===== config.mk =====
export PLATFORM = sky130hd
export DESIGN_NAME = system_reset_controller
export DESIGN_NICKNAME = d
export VERILOG_FILES = /design/src/shared/reset_ctrl_pkg.sv /design/src/design/system_reset_controller.sv /design/src/design/reset_stretch.sv
export VERILOG_INCLUDE_DIRS = /design/src /design/src/shared
export SDC_FILE = /design/constraint.sdc
export NUM_CORES = 1
export LEC_CHECK = 0
export BUFFER_PORTS_ARGS = -buffer_cell sky130_fd_sc_hd__buf_2
export CORE_MARGIN = 3
export CORE_UTILIZATION = 53
export DETAILED_ROUTE_END_ITERATION = 6
export HOLD_SLACK_MARGIN = 0.05
export PLACE_DENSITY = 0.78
export SKIP_CTS_REPAIR_TIMING = 1
export SLEW_MARGIN = 20
export SYNTH_ARGS = -nofsm -noshare
export SYNTH_HDL_FRONTEND = slang
export SYNTH_SLANG_ARGS = --single-unit
export TNS_END_PERCENT = 5

===== constraint.sdc =====
create_clock -name mclk_i -period 6.25 [get_ports mclk_i]
set_input_delay 1.25 -clock mclk_i [delete_from_list [all_inputs] [get_ports mclk_i]]
set_output_delay 1.25 -clock mclk_i [all_outputs]
set_load 0.02 [all_outputs]

===== src/shared/reset_ctrl_params.svh =====
`ifndef RESET_CTRL_PARAMS_SVH
`define RESET_CTRL_PARAMS_SVH
// register addresses (4-bit index space)
`define ADDR_CTRL 4'h0
`define ADDR_ALARM_CFG 4'h1
`define ADDR_WDOG_TIMEOUT 4'h2
`define ADDR_STATUS 4'h3
`define ADDR_BUZZ_PERIOD 4'h4
// control register bits
`define CTRL_SWRST_BIT 0
`define CTRL_SWRST_BLOCK_BIT 1
`define CTRL_WDOG_EN_BIT 2
`define CTRL_WDOG_CLEAR_BIT 3
`define CTRL_AREG_EN_BIT 4
// alarm config fields
`define CFG_ALOW_LSB 0
`define CFG_DLOW_LSB 4
`define CFG_ALOW_RST_BIT 8
`define CFG_DLOW_RST_BIT 9
`define CFG_ALOW_EN_BIT 10
`define CFG_DLOW_EN_BIT 11
`define CFG_AHIGH_EN_BIT 12
// status bits
`define ST_POR_BIT 0
`define ST_PRECISE_LOW_VOLTAGE_RESET_BIT 1
`define ST_PIN_BIT 2
`define ST_SW_BIT 3
`define ST_WDOG_BIT 4
`define ST_ALOW_BIT 5
`define ST_DLOW_BIT 6
`define ST_AHIGH_BIT 7
`define ST_ALOW_RST_BIT 8
`define ST_DLOW_RST_BIT 9
`define ST_RST 16'h0001
// reset values
`define CTRL_RST 16'h0010
`define CFG_RST 16'h0000
`define WDOG_TIMEOUT_RST 16'hFFFF
`define BUZZ_PERIOD_RST 16'h0100
`define BUZZ_WIDTH 16'h0004
// timing: 150 ns least reset pulse at 5 ns clock
`define CLK_PERIOD_NS 5
`define POR_PULSE_NS 150
`define POR_PULSE_CYC ((`POR_PULSE_NS + `CLK_PERIOD_NS - 1) / `CLK_PERIOD_NS)
`define STRETCH_W 6
`endif


===== src/shared/reset_ctrl_pkg.sv =====
package reset_ctrl_pkg;
   // power modes seen by the controller
   typedef enum logic [1:0] {
      MODE_ACTIVE,
      MODE_SLEEP,
      MODE_HIBERNATE
   } power_mode_t;
   // sequencer states for the power-on boot sequence
   typedef enum logic [1:0] {
      SEQ_BOOT,
      SEQ_RUN
   } seq_state_t;
   typedef logic [15:0] reg_word_t;
endpackage : reset_ctrl_pkg


===== src/design/system_reset_controller.sv =====
`timescale 1ns/10ps
`include "reset_ctrl_params.svh"
// Summary of operation
// - regulator below range produces a system reset; supply alarms interrupt unless set to reset
// - system reset returns processor, peripherals and registers to reset state
// - power-on reset lasts at least 150 ns, longer while supplies ramp
// - after boot power-on monitor turns off; precise monitor takes over
// - precise trip, pin and software reset act like power-on reset but keep status and watchdog enable
// - digital precise monitor cannot be disabled; analog part follows regulator enable
// - precise monitor off in sleep and hibernate, briefly on during buzz
// - high alarm fixed 5.75 V; low alarms programmable in 250 mV steps
// - each low alarm can reset instead of interrupting
// - alarms disabled until power-on reset done; in sleep only on buzz
// - alarm in sleep buzz runs wakeup first, then interrupt recognized
// - reset held while pin low, also honoured in sleep and hibernate
// - writing software reset bit triggers reset, from processor or dma
// - separate control bit blocks software reset
// - watchdog resets if not cleared within selected timeout
// - power-on disables watchdog; enable sticks until next power-on reset
// - status register records causes and alarms; cleared by power-on reset
module system_reset_controller
   import reset_ctrl_pkg::*;
(
   input wire logic mclk_i,
   input wire logic rst_n_i,
   input wire logic por_trip_i,
   input wire logic supply_ramping_i,
   input wire logic dig_reg_low_i,
   input wire logic ana_reg_low_i,
   input wire logic ana_supply_low_i,
   input wire logic dig_supply_low_i,
   input wire logic ana_supply_high_i,
   input wire logic ext_reset_pin_n_i,
   input wire logic [1:0] power_mode_i,
   input wire logic [3:0] addr_i,
   input wire logic [15:0] wdata_i,
   input wire logic wr_i,
   input wire logic rd_i,
   output logic [15:0] rdata_o,
   output logic sys_reset_n_o,
   output logic por_monitor_en_o,
   output logic precise_dig_en_o,
   output logic precise_ana_en_o,
   output logic alarm_mon_en_o,
   output logic [3:0] ana_low_level_o,
   output logic [3:0] dig_low_level_o,
   output logic buzz_o,
   output logic wakeup_req_o,
   output logic alarm_irq_o
);
   // ----------------------------------------------------------------
   // input synchronisers
   // ----------------------------------------------------------------
   localparam int NSYNC = 8;
   logic [NSYNC-1:0] raw_in;
   logic [NSYNC-1:0] sync1_reg;
   logic [NSYNC-1:0] sync_reg;
   assign raw_in = {ana_supply_high_i, dig_supply_low_i, ana_supply_low_i, ana_reg_low_i,
                    dig_reg_low_i, supply_ramping_i, ~ext_reset_pin_n_i, por_trip_i};
   genvar gi;
   generate
      for (gi = 0; gi < NSYNC; gi++) begin : g_sync
         always_ff @(posedge mclk_i or negedge rst_n_i) begin
            if (!rst_n_i) begin
               sync1_reg[gi] <= 1'b0;
               sync_reg[gi] <= 1'b0;
            end else begin
               sync1_reg[gi] <= raw_in[gi];
               sync_reg[gi] <= sync1_reg[gi];
            end
         end
      end
   endgenerate
   logic por_s, ramp_s, pin_s, dreg_s, areg_s, alow_s, dlow_s, ahigh_s;
   assign {ahigh_s, dlow_s, alow_s, areg_s, dreg_s, ramp_s, pin_s, por_s} = sync_reg;

   // ----------------------------------------------------------------
   // power-on stage: true cold reset, kept apart from the system reset
   // ----------------------------------------------------------------
   logic por_hold;
   logic boot_done_reg;
   seq_state_t seq_reg;
   // the trip pin itself is synchronised first; stretched for ramping supplies
   reset_stretch u_por_stretch (
      .mclk_i(mclk_i),
      .arst_n_i(rst_n_i),
      .req_i(por_s | ramp_s),
      .hold_o(por_hold)
   );
   // boot sequence: once power-on pulse ends, hand over to precise monitor
   always_ff @(posedge mclk_i or negedge rst_n_i) begin
      if (!rst_n_i) begin
         seq_reg <= SEQ_BOOT;
         boot_done_reg <= 1'b0;
      end else begin
         case (seq_reg)
            SEQ_BOOT: begin
               if (!por_hold) begin
                  seq_reg <= SEQ_RUN;
                  boot_done_reg <= 1'b1;
               end
            end
            SEQ_RUN: begin
               if (por_hold) begin
                  seq_reg <= SEQ_BOOT;
                  boot_done_reg <= 1'b0;
               end
            end
            default: seq_reg <= SEQ_BOOT;
         endcase
      end
   end

   // ----------------------------------------------------------------
   // registers that survive system reset (cleared only by power-on)
   // ----------------------------------------------------------------
   logic wdog_en_reg;
   logic [15:0] status_reg;
   logic [15:0] status_next;
   logic sys_rst_active; // raw combined request, pulse level
   logic precise_low_voltage_reset_trip, alow_rst, dlow_rst, wdog_fire, sw_fire;
   logic alow_irq, dlow_irq, ahigh_irq;
   logic por_n;
   assign por_n = rst_n_i & ~por_hold;
   logic wr_status;
   assign wr_status = wr_i && addr_i == `ADDR_STATUS;

   // watchdog enable is write-once-set
   always_ff @(posedge mclk_i or negedge rst_n_i) begin
      if (!rst_n_i) begin
         wdog_en_reg <= 1'b0;
      end else if (por_hold) begin
         wdog_en_reg <= 1'b0;
      end else if (wr_i && addr_i == `ADDR_CTRL && wdata_i[`CTRL_WDOG_EN_BIT]) begin
         wdog_en_reg <= 1'b1;
      end
   end

   // status: events set, write-one clears; set wins over clear
   always_comb begin
      status_next = status_reg;
      if (wr_status) begin
         status_next = status_reg & ~wdata_i;
      end
      status_next[`ST_PRECISE_LOW_VOLTAGE_RESET_BIT] = status_next[`ST_PRECISE_LOW_VOLTAGE_RESET_BIT] | precise_low_voltage_reset_trip;
      status_next[`ST_PIN_BIT] = status_next[`ST_PIN_BIT] | pin_s;
      status_next[`ST_SW_BIT] = status_next[`ST_SW_BIT] | sw_fire;
      status_next[`ST_WDOG_BIT] = status_next[`ST_WDOG_BIT] | wdog_fire;
      status_next[`ST_ALOW_BIT] = status_next[`ST_ALOW_BIT] | alow_irq;
      status_next[`ST_DLOW_BIT] = status_next[`ST_DLOW_BIT] | dlow_irq;
      status_next[`ST_AHIGH_BIT] = status_next[`ST_AHIGH_BIT] | ahigh_irq;
      status_next[`ST_ALOW_RST_BIT] = status_next[`ST_ALOW_RST_BIT] | alow_rst;
      status_next[`ST_DLOW_RST_BIT] = status_next[`ST_DLOW_RST_BIT] | dlow_rst;
   end
   always_ff @(posedge mclk_i or negedge rst_n_i) begin
      if (!rst_n_i) begin
         status_reg <= `ST_RST;
      end else if (por_hold) begin
         status_reg <= `ST_RST;
      end else begin
         status_reg <= status_next;
      end
   end

   // ----------------------------------------------------------------
   // combined system reset
   // ----------------------------------------------------------------
   logic sys_sync1_reg;
   logic sys_sync_reg;
   logic sys_n;
   // sources pass one flop before the async reset: status records the cause at the same
   // edge, before the reset clears the register that raised it, and no glitch gets through
   logic rst_req_reg;
   always_ff @(posedge mclk_i or negedge rst_n_i) begin
      if (!rst_n_i) begin
         rst_req_reg <= 1'b0;
      end else begin
         rst_req_reg <= sys_rst_active;
      end
   end
   // async assert from any request, two-stage synchronous release
   assign sys_n = por_n & ~rst_req_reg;
   always_ff @(posedge mclk_i or negedge sys_n) begin
      if (!sys_n) begin
         sys_sync1_reg <= 1'b0;
         sys_sync_reg <= 1'b0;
      end else begin
         sys_sync1_reg <= 1'b1;
         sys_sync_reg <= sys_sync1_reg;
      end
   end
   // the output flop is the release stage itself
   assign sys_reset_n_o = sys_sync_reg;
   logic srst_n;
   assign srst_n = sys_sync_reg;

   // ----------------------------------------------------------------
   // firmware registers, cleared by system reset
   // ----------------------------------------------------------------
   logic sw_block_reg, areg_en_reg;
   logic [15:0] cfg_reg, wdog_to_reg, buzz_per_reg, wdog_cnt_reg, buzz_cnt_reg;
   logic sw_req_reg;
   always_ff @(posedge mclk_i or negedge srst_n) begin
      if (!srst_n) begin
         sw_block_reg <= 1'(`CTRL_RST >> `CTRL_SWRST_BLOCK_BIT);
         areg_en_reg <= 1'(`CTRL_RST >> `CTRL_AREG_EN_BIT);
         cfg_reg <= `CFG_RST;
         wdog_to_reg <= `WDOG_TIMEOUT_RST;
         buzz_per_reg <= `BUZZ_PERIOD_RST;
         sw_req_reg <= 1'b0;
      end else begin
         sw_req_reg <= 1'b0;
         if (wr_i && addr_i == `ADDR_CTRL) begin
            sw_block_reg <= wdata_i[`CTRL_SWRST_BLOCK_BIT];
            areg_en_reg <= wdata_i[`CTRL_AREG_EN_BIT];
            sw_req_reg <= wdata_i[`CTRL_SWRST_BIT];
         end
         if (wr_i && addr_i == `ADDR_ALARM_CFG) cfg_reg <= wdata_i;
         if (wr_i && addr_i == `ADDR_WDOG_TIMEOUT) wdog_to_reg <= wdata_i;
         if (wr_i && addr_i == `ADDR_BUZZ_PERIOD) buzz_per_reg <= wdata_i;
      end
   end
   assign sw_fire = sw_req_reg & ~sw_block_reg;

   // watchdog counter, cleared by firmware kick
   always_ff @(posedge mclk_i or negedge srst_n) begin
      if (!srst_n) begin
         wdog_cnt_reg <= 16'h0000;
      end else if (!wdog_en_reg ||
                   (wr_i && addr_i == `ADDR_CTRL && wdata_i[`CTRL_WDOG_CLEAR_BIT])) begin
         wdog_cnt_reg <= 16'h0000;
      end else if (wdog_cnt_reg != wdog_to_reg) begin
         wdog_cnt_reg <= wdog_cnt_reg + 16'h0001;
      end
   end
   assign wdog_fire = wdog_en_reg && wdog_cnt_reg == wdog_to_reg;

   // buzz schedule in sleep: short window every period
   logic sleep_m, hib_m, buzz_reg;
   assign sleep_m = power_mode_i == MODE_SLEEP;
   assign hib_m = power_mode_i == MODE_HIBERNATE;
   always_ff @(posedge mclk_i or negedge srst_n) begin
      if (!srst_n) begin
         buzz_cnt_reg <= 16'h0000;
         buzz_reg <= 1'b0;
      end else if (!sleep_m) begin
         buzz_cnt_reg <= 16'h0000;
         buzz_reg <= 1'b0;
      end else begin
         buzz_cnt_reg <= (buzz_cnt_reg >= buzz_per_reg) ? 16'h0000 : buzz_cnt_reg + 16'h0001;
         buzz_reg <= buzz_cnt_reg < `BUZZ_WIDTH;
      end
   end

   // monitor enables: precise digital always on when awake
   logic pdig_en, pana_en, alarm_en;
   assign pdig_en = boot_done_reg & ((!sleep_m && !hib_m) | (sleep_m & buzz_reg));
   assign pana_en = pdig_en & areg_en_reg;
   assign alarm_en = boot_done_reg & (!hib_m) & (!sleep_m | buzz_reg);
   assign precise_low_voltage_reset_trip = (pdig_en & dreg_s) | (pana_en & areg_s);

   // alarm routing: reset instead of interrupt when selected
   logic alow_hit, dlow_hit;
   assign alow_hit = alarm_en & cfg_reg[`CFG_ALOW_EN_BIT] & alow_s;
   assign dlow_hit = alarm_en & cfg_reg[`CFG_DLOW_EN_BIT] & dlow_s;
   assign alow_rst = alow_hit & cfg_reg[`CFG_ALOW_RST_BIT];
   assign dlow_rst = dlow_hit & cfg_reg[`CFG_DLOW_RST_BIT];
   assign alow_irq = alow_hit & ~cfg_reg[`CFG_ALOW_RST_BIT];
   assign dlow_irq = dlow_hit & ~cfg_reg[`CFG_DLOW_RST_BIT];
   assign ahigh_irq = alarm_en & cfg_reg[`CFG_AHIGH_EN_BIT] & ahigh_s;
   assign sys_rst_active = pin_s | precise_low_voltage_reset_trip | sw_fire | wdog_fire | alow_rst | dlow_rst;

   // ----------------------------------------------------------------
   // wakeup then interrupt, and outputs
   // ----------------------------------------------------------------
   logic any_irq, pend_reg, irq_reg, wake_reg;
   assign any_irq = alow_irq | dlow_irq | ahigh_irq;
   // in sleep the interrupt waits until the mode has left sleep
   always_ff @(posedge mclk_i or negedge srst_n) begin
      if (!srst_n) begin
         pend_reg <= 1'b0;
         irq_reg <= 1'b0;
         wake_reg <= 1'b0;
      end else begin
         wake_reg <= sleep_m & (any_irq | pend_reg);
         pend_reg <= sleep_m & (any_irq | pend_reg);
         irq_reg <= !sleep_m & (any_irq | pend_reg);
      end
   end
   assign wakeup_req_o = wake_reg;
   assign alarm_irq_o = irq_reg;
   assign buzz_o = buzz_reg;

   // flopped monitor controls
   always_ff @(posedge mclk_i or negedge rst_n_i) begin
      if (!rst_n_i) begin
         por_monitor_en_o <= 1'b1;
         precise_dig_en_o <= 1'b0;
         precise_ana_en_o <= 1'b0;
         alarm_mon_en_o <= 1'b0;
         ana_low_level_o <= 4'h0;
         dig_low_level_o <= 4'h0;
      end else begin
         por_monitor_en_o <= !boot_done_reg;
         precise_dig_en_o <= pdig_en;
         precise_ana_en_o <= pana_en;
         alarm_mon_en_o <= alarm_en;
         ana_low_level_o <= cfg_reg[`CFG_ALOW_LSB +: 4];
         dig_low_level_o <= cfg_reg[`CFG_DLOW_LSB +: 4];
      end
   end

   // read port, data one cycle after the strobe; unmapped reads zero
   always_ff @(posedge mclk_i or negedge rst_n_i) begin
      if (!rst_n_i) begin
         rdata_o <= 16'h0000;
      end else if (rd_i) begin
         case (addr_i)
            `ADDR_CTRL: rdata_o <= {11'h000, areg_en_reg, 1'b0, wdog_en_reg, sw_block_reg, 1'b0};
            `ADDR_ALARM_CFG: rdata_o <= cfg_reg;
            `ADDR_WDOG_TIMEOUT: rdata_o <= wdog_to_reg;
            `ADDR_STATUS: rdata_o <= status_reg;
            `ADDR_BUZZ_PERIOD: rdata_o <= buzz_per_reg;
            default: rdata_o <= 16'h0000;
         endcase
      end else begin
         rdata_o <= 16'h0000;
      end
   end
endmodule : system_reset_controller


===== src/design/reset_stretch.sv =====
`timescale 1ns/10ps
`include "reset_ctrl_params.svh"
// holds its output for a least count after the request falls; released on clock
module reset_stretch (
   input wire logic mclk_i,
   input wire logic arst_n_i,
   input wire logic req_i,
   output logic hold_o
);
   logic [`STRETCH_W-1:0] cnt_reg;
   // entered on the clock after a request (asynchronously only on arst_n_i), counted out synchronously
   always_ff @(posedge mclk_i or negedge arst_n_i) begin
      if (!arst_n_i) begin
         cnt_reg <= `STRETCH_W'(`POR_PULSE_CYC);
         hold_o <= 1'b1;
      end else if (req_i) begin
         cnt_reg <= `STRETCH_W'(`POR_PULSE_CYC);
         hold_o <= 1'b1;
      end else if (cnt_reg != '0) begin
         cnt_reg <= cnt_reg - `STRETCH_W'(1);
         hold_o <= 1'b1;
      end else begin
         hold_o <= 1'b0;
      end
   end
endmodule : reset_stretch


==> results of run 1 <==
[power by group through the flow]
stage	Clock [uW]	Combinational, uW	Sequential (uW)
2_1_floorplan	0	154	1240
3_3_place_gp	0	244	1240
3_5_place_dp	0	257	1240
4_1_cts	1020	260	1220
5_1_grt	1060	285	1240
6_report	1010	258	1230
[worst max path at each step]
stage	startpoint	endpoint	slack (ps)	depth (start not counted)
global route	sys_reset_n_o	sys_reset_n_o	3120	2
finish	sys_reset_n_o	sys_reset_n_o	3270	2
floorplan	sys_reset_n_o	sys_reset_n_o	2760	0
detailed placement	addr_i[1]	buzz_per_reg[14]	2860	4
CTS	sys_reset_n_o	sys_reset_n_o	2910	2
global placement	addr_i[1]	buzz_per_reg[14]	3000	4
[cells in the mapped netlist (5+ instances only)]
library cell and count:
sky130_fd_sc_hd__mux2_2 50, sky130_fd_sc_hd__and3_1 12, sky130_fd_sc_hd__o21ai_0 7, sky130_fd_sc_hd__buf_2 6, sky130_fd_sc_hd__a21oi_1 41, sky130_fd_sc_hd__clkbuf_1 6
sky130_fd_sc_hd__nand3_1 16, sky130_fd_sc_hd__inv_1 29, sky130_fd_sc_hd__ha_1 19, sky130_fd_sc_hd__dfrtp_1 133, sky130_fd_sc_hd__or3_1 5, sky130_fd_sc_hd__nor3_1 8
sky130_fd_sc_hd__a21o_1 5, sky130_fd_sc_hd__o211ai_1 5, sky130_fd_sc_hd__dfstp_2 25, sky130_fd_sc_hd__or4_1 7, sky130_fd_sc_hd__nand4_1 17, sky130_fd_sc_hd__a222oi_1 16
sky130_fd_sc_hd__nand2_1 54, sky130_fd_sc_hd__xor2_1 7, sky130_fd_sc_hd__nor2_1 35, sky130_fd_sc_hd__xnor2_1 25, sky130_fd_sc_hd__or3_2 5
[cells by family (layout without fill, tap and decap cells)]
logic type / count (synthesis) / count (layout) / synth area share (%)
xor+xnor: 32 / 32 / 4.02
flops: 158 / 158 / 57.1
simple gates: 193 / 193 / 15.0
other cells: 1 / 1 / 0.0538
mux: 52 / 52 / 8.38
buf+inv: 48 / 131 / 3.28
fa+ha+maj: 19 / 19 / 3.41
compound gates: 91 / 91 / 8.76
[cell type report]
| cell class | count | area share [%] |
|---|---|---|
| inverters | 29 | 1.35 |
| clock buffers | 21 | 5.73 |
| clock inverters | 11 | 1.45 |
| repair buffers | 70 | 4.73 |
| multi-input cells | 388 | 34.4 |
| flip-flops and latches | 158 | 49.6 |
| well taps | 172 | 2.68 |
[routing by layer]
layer	vias to the layer above	GRT usage (%)	part of all wire, %	routed length [um]
met2	190	37.8	49	8000
met5	-	0	0	0
met3	26	4.72	6.5	1050
li1	2271	-	-	-
met1	2551	31.4	42	6880
met4	0	8.92	1.9	316
[per-stage QoR]
stage | utilization [%] | cells | worst slack (ps) | hold WS, ps
floorplan | - | 594 | 2760 | 221
detailed placement | 58.4 | 815 | 2860 | 324
CTS | 62.9 | 847 | 2910 | 331
finish | 63.1 | 849 | 3270 | 296
global placement | 58.3 | 814 | 3000 | 292
global route | 63.1 | 849 | 3120 | 349
==> results.txt, run 1 <==
----------------------------------------------------
[Cells and area]
  Area used by sequential logic in the layout ... 0.00399 mm^2
  Footprint of the multi-input gates ... 0.00276 mm^2
  Commonest non-fill, non-tap cell in the layout ... sky130_fd_sc_hd__dfrtp_1
  Number of inserted filler cells in the final layout ... 1028
  Leading cell types in the layout, fill and taps excluded ... 132 x sky130_fd_sc_hd__dfrtp_1, 65 x sky130_fd_sc_hd__buf_2, 54 x sky130_fd_sc_hd__nand2_1, 50 x sky130_fd_sc_hd__mux2_2, 41 x sky130_fd_sc_hd__a21oi_1
  Cell area after layout ... 0.00803 mm^2
  Area overhead of the layout relative to synthesis ... 15.2%
  Antenna fix cells ... 0
  Share of post-route cells with drive strength above 1 ... 28.8%
  Layout Nets ... 717

[Routing]
  Antenna viol nets, final ... 0
  WL per Instance ... 19.1 um
  Overall routed net length ... 16.2 mm
  Number of iterations in the first detailed-routing pass ... 7
  Vias per std cell ... 5.93
  Total via count in the routed design ... 5038
  Detailed-route DRC error count ... 1
  Initial DRC count ... 407

[Floorplanning]
  Initial cell density of the core ... 54.8%
  Area inside the core boundary ... 0.0127 mm^2
  Floorplan die area ... 0.0146 mm^2
  Chip height ... 121 um
  Standard-cell row count ... 41
  Die width ... 121 um
  Number of top-level pins ... 66

[Power]
  Internal portion of total power ... 1870 uW
  Comb power frac ... 10.4%
  Final total power ... 2490 uW
  Total power divided by cell area ... 310 mW/mm^2
  Sw Share ... 25.0%
  Leak Pwr ... 0.00361 uW
  Psw ... 622 uW
  Sequential share of power ... 49.2%
  Proportion of power drawn by the clock network ... 40.4%
  Largest vdd supply drop ... 0.205 mV

[Timing]
  Final-report max-slew violation count ... 0
  Worst slew margin relative to its limit ... 40.5%
  Accumulated negative setup slack ... 0 ps
  Number of endpoints failing setup at the final stage ... 0
  Tmin final ... 2980 ps
  Setup repair after global routing missed its margin ... false
  Fmax achieved ... 336 MHz
  Slew @ Worst Pin ... 892 ps
  Clock skew after layout ... 9.40 ps
  Fin. Hold Viols ... 0
  Share of the clock period used by the worst path ... 47.6%

[CTS]
  H-tree depth reported by CTS ... 4
  Source-to-sink clock delay at the later pin of the worst-skew pair ... 430 ps
  Num CTS Buffers ... 17
  Clock slew at the register clock pins of the worst setup and hold paths ... 60 ps
  Cell at the root of the clock tree ... sky130_fd_sc_hd__clkbuf_16
  Clock buffer depth ... 2
  Number of sinks driven by the clock tree ... 158
  Clock tree from TritonCTS ... done

[Synth]
  Total nets after synthesis ... 647
  Mean instance size in the synthesized netlist ... 11.7 um^2
  Synth async-reset ratio ... 100%
  Fraction of post-synthesis cell area in the top cell type by area ... 47.7%
  Netlist cell types ... 56
  Biggest area consumer among synthesized cells ... sky130_fd_sc_hd__dfrtp_1
  Number of register bits inferred by synthesis ... 158
  Sequential-to-total area share from yosys stat ... 57.1%
  Most instantiated flip-flop cell in the synthesis netlist ... sky130_fd_sc_hd__dfrtp_1
  Number of cells produced by synthesis ... 594
  Cell types occupying the most area after synthesis ... sky130_fd_sc_hd__dfrtp_1 48%, sky130_fd_sc_hd__dfstp_2 9.4%, sky130_fd_sc_hd__mux2_2 8.1%, sky130_fd_sc_hd__ha_1 3.4%, sky130_fd_sc_hd__xnor2_1 3.1%
  Number of warning messages in the yosys log ... 0
  Number of enable flip-flop cells after synthesis ... 0
  Cell area after synthesis ... 0.00697 mm^2

[Placement]
  Placed cell area ... 0.00743 mm^2
  # port buffers ... 65
  Hpwl dp ... 11.1 mm
  Placer Congestion ... 0.931

[Run status]
  Result of the run ... finished, violations left
  Violations in the final reports ... DRC

[GRT]
  Largest net degree at the start of global routing ... 88
  GRT Residual Overflow ... 0
  Vias in the first global route ... 4995
  Gr usage total ... 23.4%
  Number of antenna violations at the first check in global routing ... 0
  First-pass GRT wire length ... 26.2 mm

[Critical path]
  Cell family contributing the most delay on the critical path ... buffers and inverters
  Largest fanout of any net on the critical path ... 87
  Cell chain of the critical path ... buf_6, buf_2
  Category of the worst setup path launch point ... flip-flop
  Startpoint of the worst register-to-register path ... buzz_cnt_reg[0]
  Worst path arrival time ... 1730 ps
  Slowest cell on crit path ... sky130_fd_sc_hd__buf_6
  Worst reg2reg path depth ... 8
  Worst R2R Setup Slack ... 3740 ps
  Required arrival time at the worst endpoint ... 5000 ps
  Critical path buffers and inverters ... 2
  Critical register-to-register path endpoint ... buzz_cnt_reg[3]
  Crit path kind ... flip-flop to output pin
  Kind of end point of the critical path ... output pin
  Delay of the slowest cell on the worst path ... 590 ps

[Flow run]
  Reported max-cap violation count ... 0

[Hold path]
  Hold crit path type ... flip-flop to asynchronous set/reset pin

----------------------------------------------------
Power figures use the tool's default switching activity.
==> run 2: changes to the inputs <==
PLACE_DENSITY = 0.8   (was 0.78)
clock period = 2.68 ns   (was 6.25 ns; I/O delays follow)
==> results.txt, run 2 (synthesized netlist as in run 1, its figures left out) <==
----------------------------------------------------
[Routing]
  Overall routed net length ... 16.6 mm
  WL per Instance ... 19.5 um
  Antenna viol nets, final ... 0
  Detailed-route DRC error count ... 0
  Number of iterations in the first detailed-routing pass ... 6
  Initial DRC count ... 554
  Total via count in the routed design ... 5147
  Vias per std cell ... 6.04

[CTS]
  Cell at the root of the clock tree ... sky130_fd_sc_hd__clkbuf_16
  Clock slew at the register clock pins of the worst setup and hold paths ... 60 ps
  Num CTS Buffers ... 17
  Number of sinks driven by the clock tree ... 158
  Source-to-sink clock delay at the later pin of the worst-skew pair ... 430 ps
  Clock buffer depth ... 2
  Clock tree from TritonCTS ... done
  H-tree depth reported by CTS ... 4

[Timing]
  Tmin final ... 2340 ps
  Fmax achieved ... 427 MHz
  Setup repair after global routing missed its margin ... false
  Fin. Hold Viols ... 0
  Worst slew margin relative to its limit ... 41.2%
  Clock skew after layout ... 7.74 ps
  Final setup margin ... 339 ps
  Share of the clock period used by the worst path ... 87.3%
  Number of endpoints failing setup at the final stage ... 0
  Slew @ Worst Pin ... 882 ps
  Final-report max-slew violation count ... 0
  Accumulated negative setup slack ... 0 ps

[Floorplanning]
  Area inside the core boundary ... 0.0127 mm^2
  Initial cell density of the core ... 54.8%
  Number of top-level pins ... 66
  Chip height ... 121 um
  Standard-cell row count ... 41
  Floorplan die area ... 0.0146 mm^2
  Die width ... 121 um

[Placement]
  Pre-CTS setup slack ... 283 ps
  # port buffers ... 65
  Placed cell area ... 0.00745 mm^2
  Hpwl dp ... 11.0 mm
  Placer Congestion ... 0.844
  Cell total after placement ... 819

[GRT]
  First-pass GRT wire length ... 26.9 mm
  Largest net degree at the start of global routing ... 87
  Vias in the first global route ... 5311
  Gr usage total ... 24.0%
  Number of antenna violations at the first check in global routing ... 0
  GRT Residual Overflow ... 0

[Cells and area]
  Commonest non-fill, non-tap cell in the layout ... sky130_fd_sc_hd__dfrtp_1
  Antenna fix cells ... 0
  Cell area after layout ... 0.00813 mm^2
  Area overhead of the layout relative to synthesis ... 16.6%
  Final standard cell utilization of the core ... 63.9%
  Non-filler cells in the finished layout ... 852
  Leading cell types in the layout, fill and taps excluded ... 132 x sky130_fd_sc_hd__dfrtp_1, 65 x sky130_fd_sc_hd__buf_2, 54 x sky130_fd_sc_hd__nand2_1, 50 x sky130_fd_sc_hd__mux2_2, 41 x sky130_fd_sc_hd__a21oi_1
  Share of post-route cells with drive strength above 1 ... 28.8%
  Layout Nets ... 720

[Critical path]
  Kind of end point of the critical path ... flip-flop
  Worst R2R Setup Slack ... 340 ps
  Largest fanout of any net on the critical path ... 10
  Required arrival time at the worst endpoint ... 3030 ps
  Critical register-to-register path endpoint ... buzz_cnt_reg[13]
  Category of the worst setup path launch point ... flip-flop
  Crit path kind ... flip-flop to flip-flop
  Worst reg2reg path depth ... 8
  Worst path arrival time ... 2690 ps
  Start point of the critical path ... buzz_cnt_reg[0]
  Startpoint of the worst register-to-register path ... buzz_cnt_reg[0]

[Hold path]
  Cell depth of the worst min-delay path ... 1
  HP Start ... supply_ramping_i
  Worst Hold End ... sync1_reg[2]
  Hold crit path type ... primary input to flip-flop

[Power]
  Leak Pwr ... 0.00366 uW
  Largest vdd supply drop ... 0.575 mV
  Total power divided by cell area ... 761 mW/mm^2

[Run status]
  Result of the run ... finished clean

[Flow run]
  Reported max-cap violation count ... 0

----------------------------------------------------
-- run 2: layout make-up --
| type | count | area (um^2) |
|---|---|---|
| flip-flops and latches | 158 | 3990 |
| well taps | 172 | 215 |
| clock buffers | 22 | 454 |
| repair buffers | 73 | 389 |
| fillers | 992 | 4590 |
| clock inverters | 10 | 213 |
| multi-input cells | 388 | 2760 |
| inverters | 29 | 109 |
-- run 2: critical path, cell delays in order (launching register included) --
cell,delay [ps]
sky130_fd_sc_hd__dfrtp_1,450
sky130_fd_sc_hd__inv_1,70
sky130_fd_sc_hd__ha_1,280
sky130_fd_sc_hd__nand2b_1,140
sky130_fd_sc_hd__a2111oi_0,470
sky130_fd_sc_hd__o31a_1,210
sky130_fd_sc_hd__o211ai_1,250
sky130_fd_sc_hd__buf_4,280
sky130_fd_sc_hd__nor2_1,110
-- run 2: power by group --
| group | leakage [uW] | total, uW | internal (uW) | switching, uW |
|---|---|---|---|---|
| logic | 0.00134 | 611 | 287 | 324 |
| clock network | 0.000315 | 2720 | 1780 | 944 |
| registers | 0.00201 | 2860 | 2660 | 196 |
| total | 0.00366 | 6190 | 4730 | 1460 |
-- run 2: worst max path at each step --
stage	slack (ps)	endpoint
after floorplan	750	buzz_cnt_reg[10]
after global placement	460	buzz_cnt_reg[4]
after detailed placement	280	buzz_cnt_reg[1]
after CTS	250	buzz_cnt_reg[1]
after global routing	160	buzz_cnt_reg[4]
final	340	buzz_cnt_reg[13]
-- run 2: per-stage QoR --
| stage | hold WS (ps) | power [uW] |
|---|---|---|
| 2_1_floorplan | 221 | 3240 |
| 3_3_place_gp | 336 | 3460 |
| 3_5_place_dp | 339 | 3500 |
| 4_1_cts | 203 | 6210 |
| 5_1_grt | 198 | 6420 |
| 6_report | 212 | 6190 |
-- run 2: routing by layer --
metal  up-vias  wire (um)  GRT usage (%)
met1      2588       6810           31.5
met3        40       1280           6.45
met5         -          0              0
met2       228       8060           37.8
li1       2291          -              -
met4         0        455           10.4
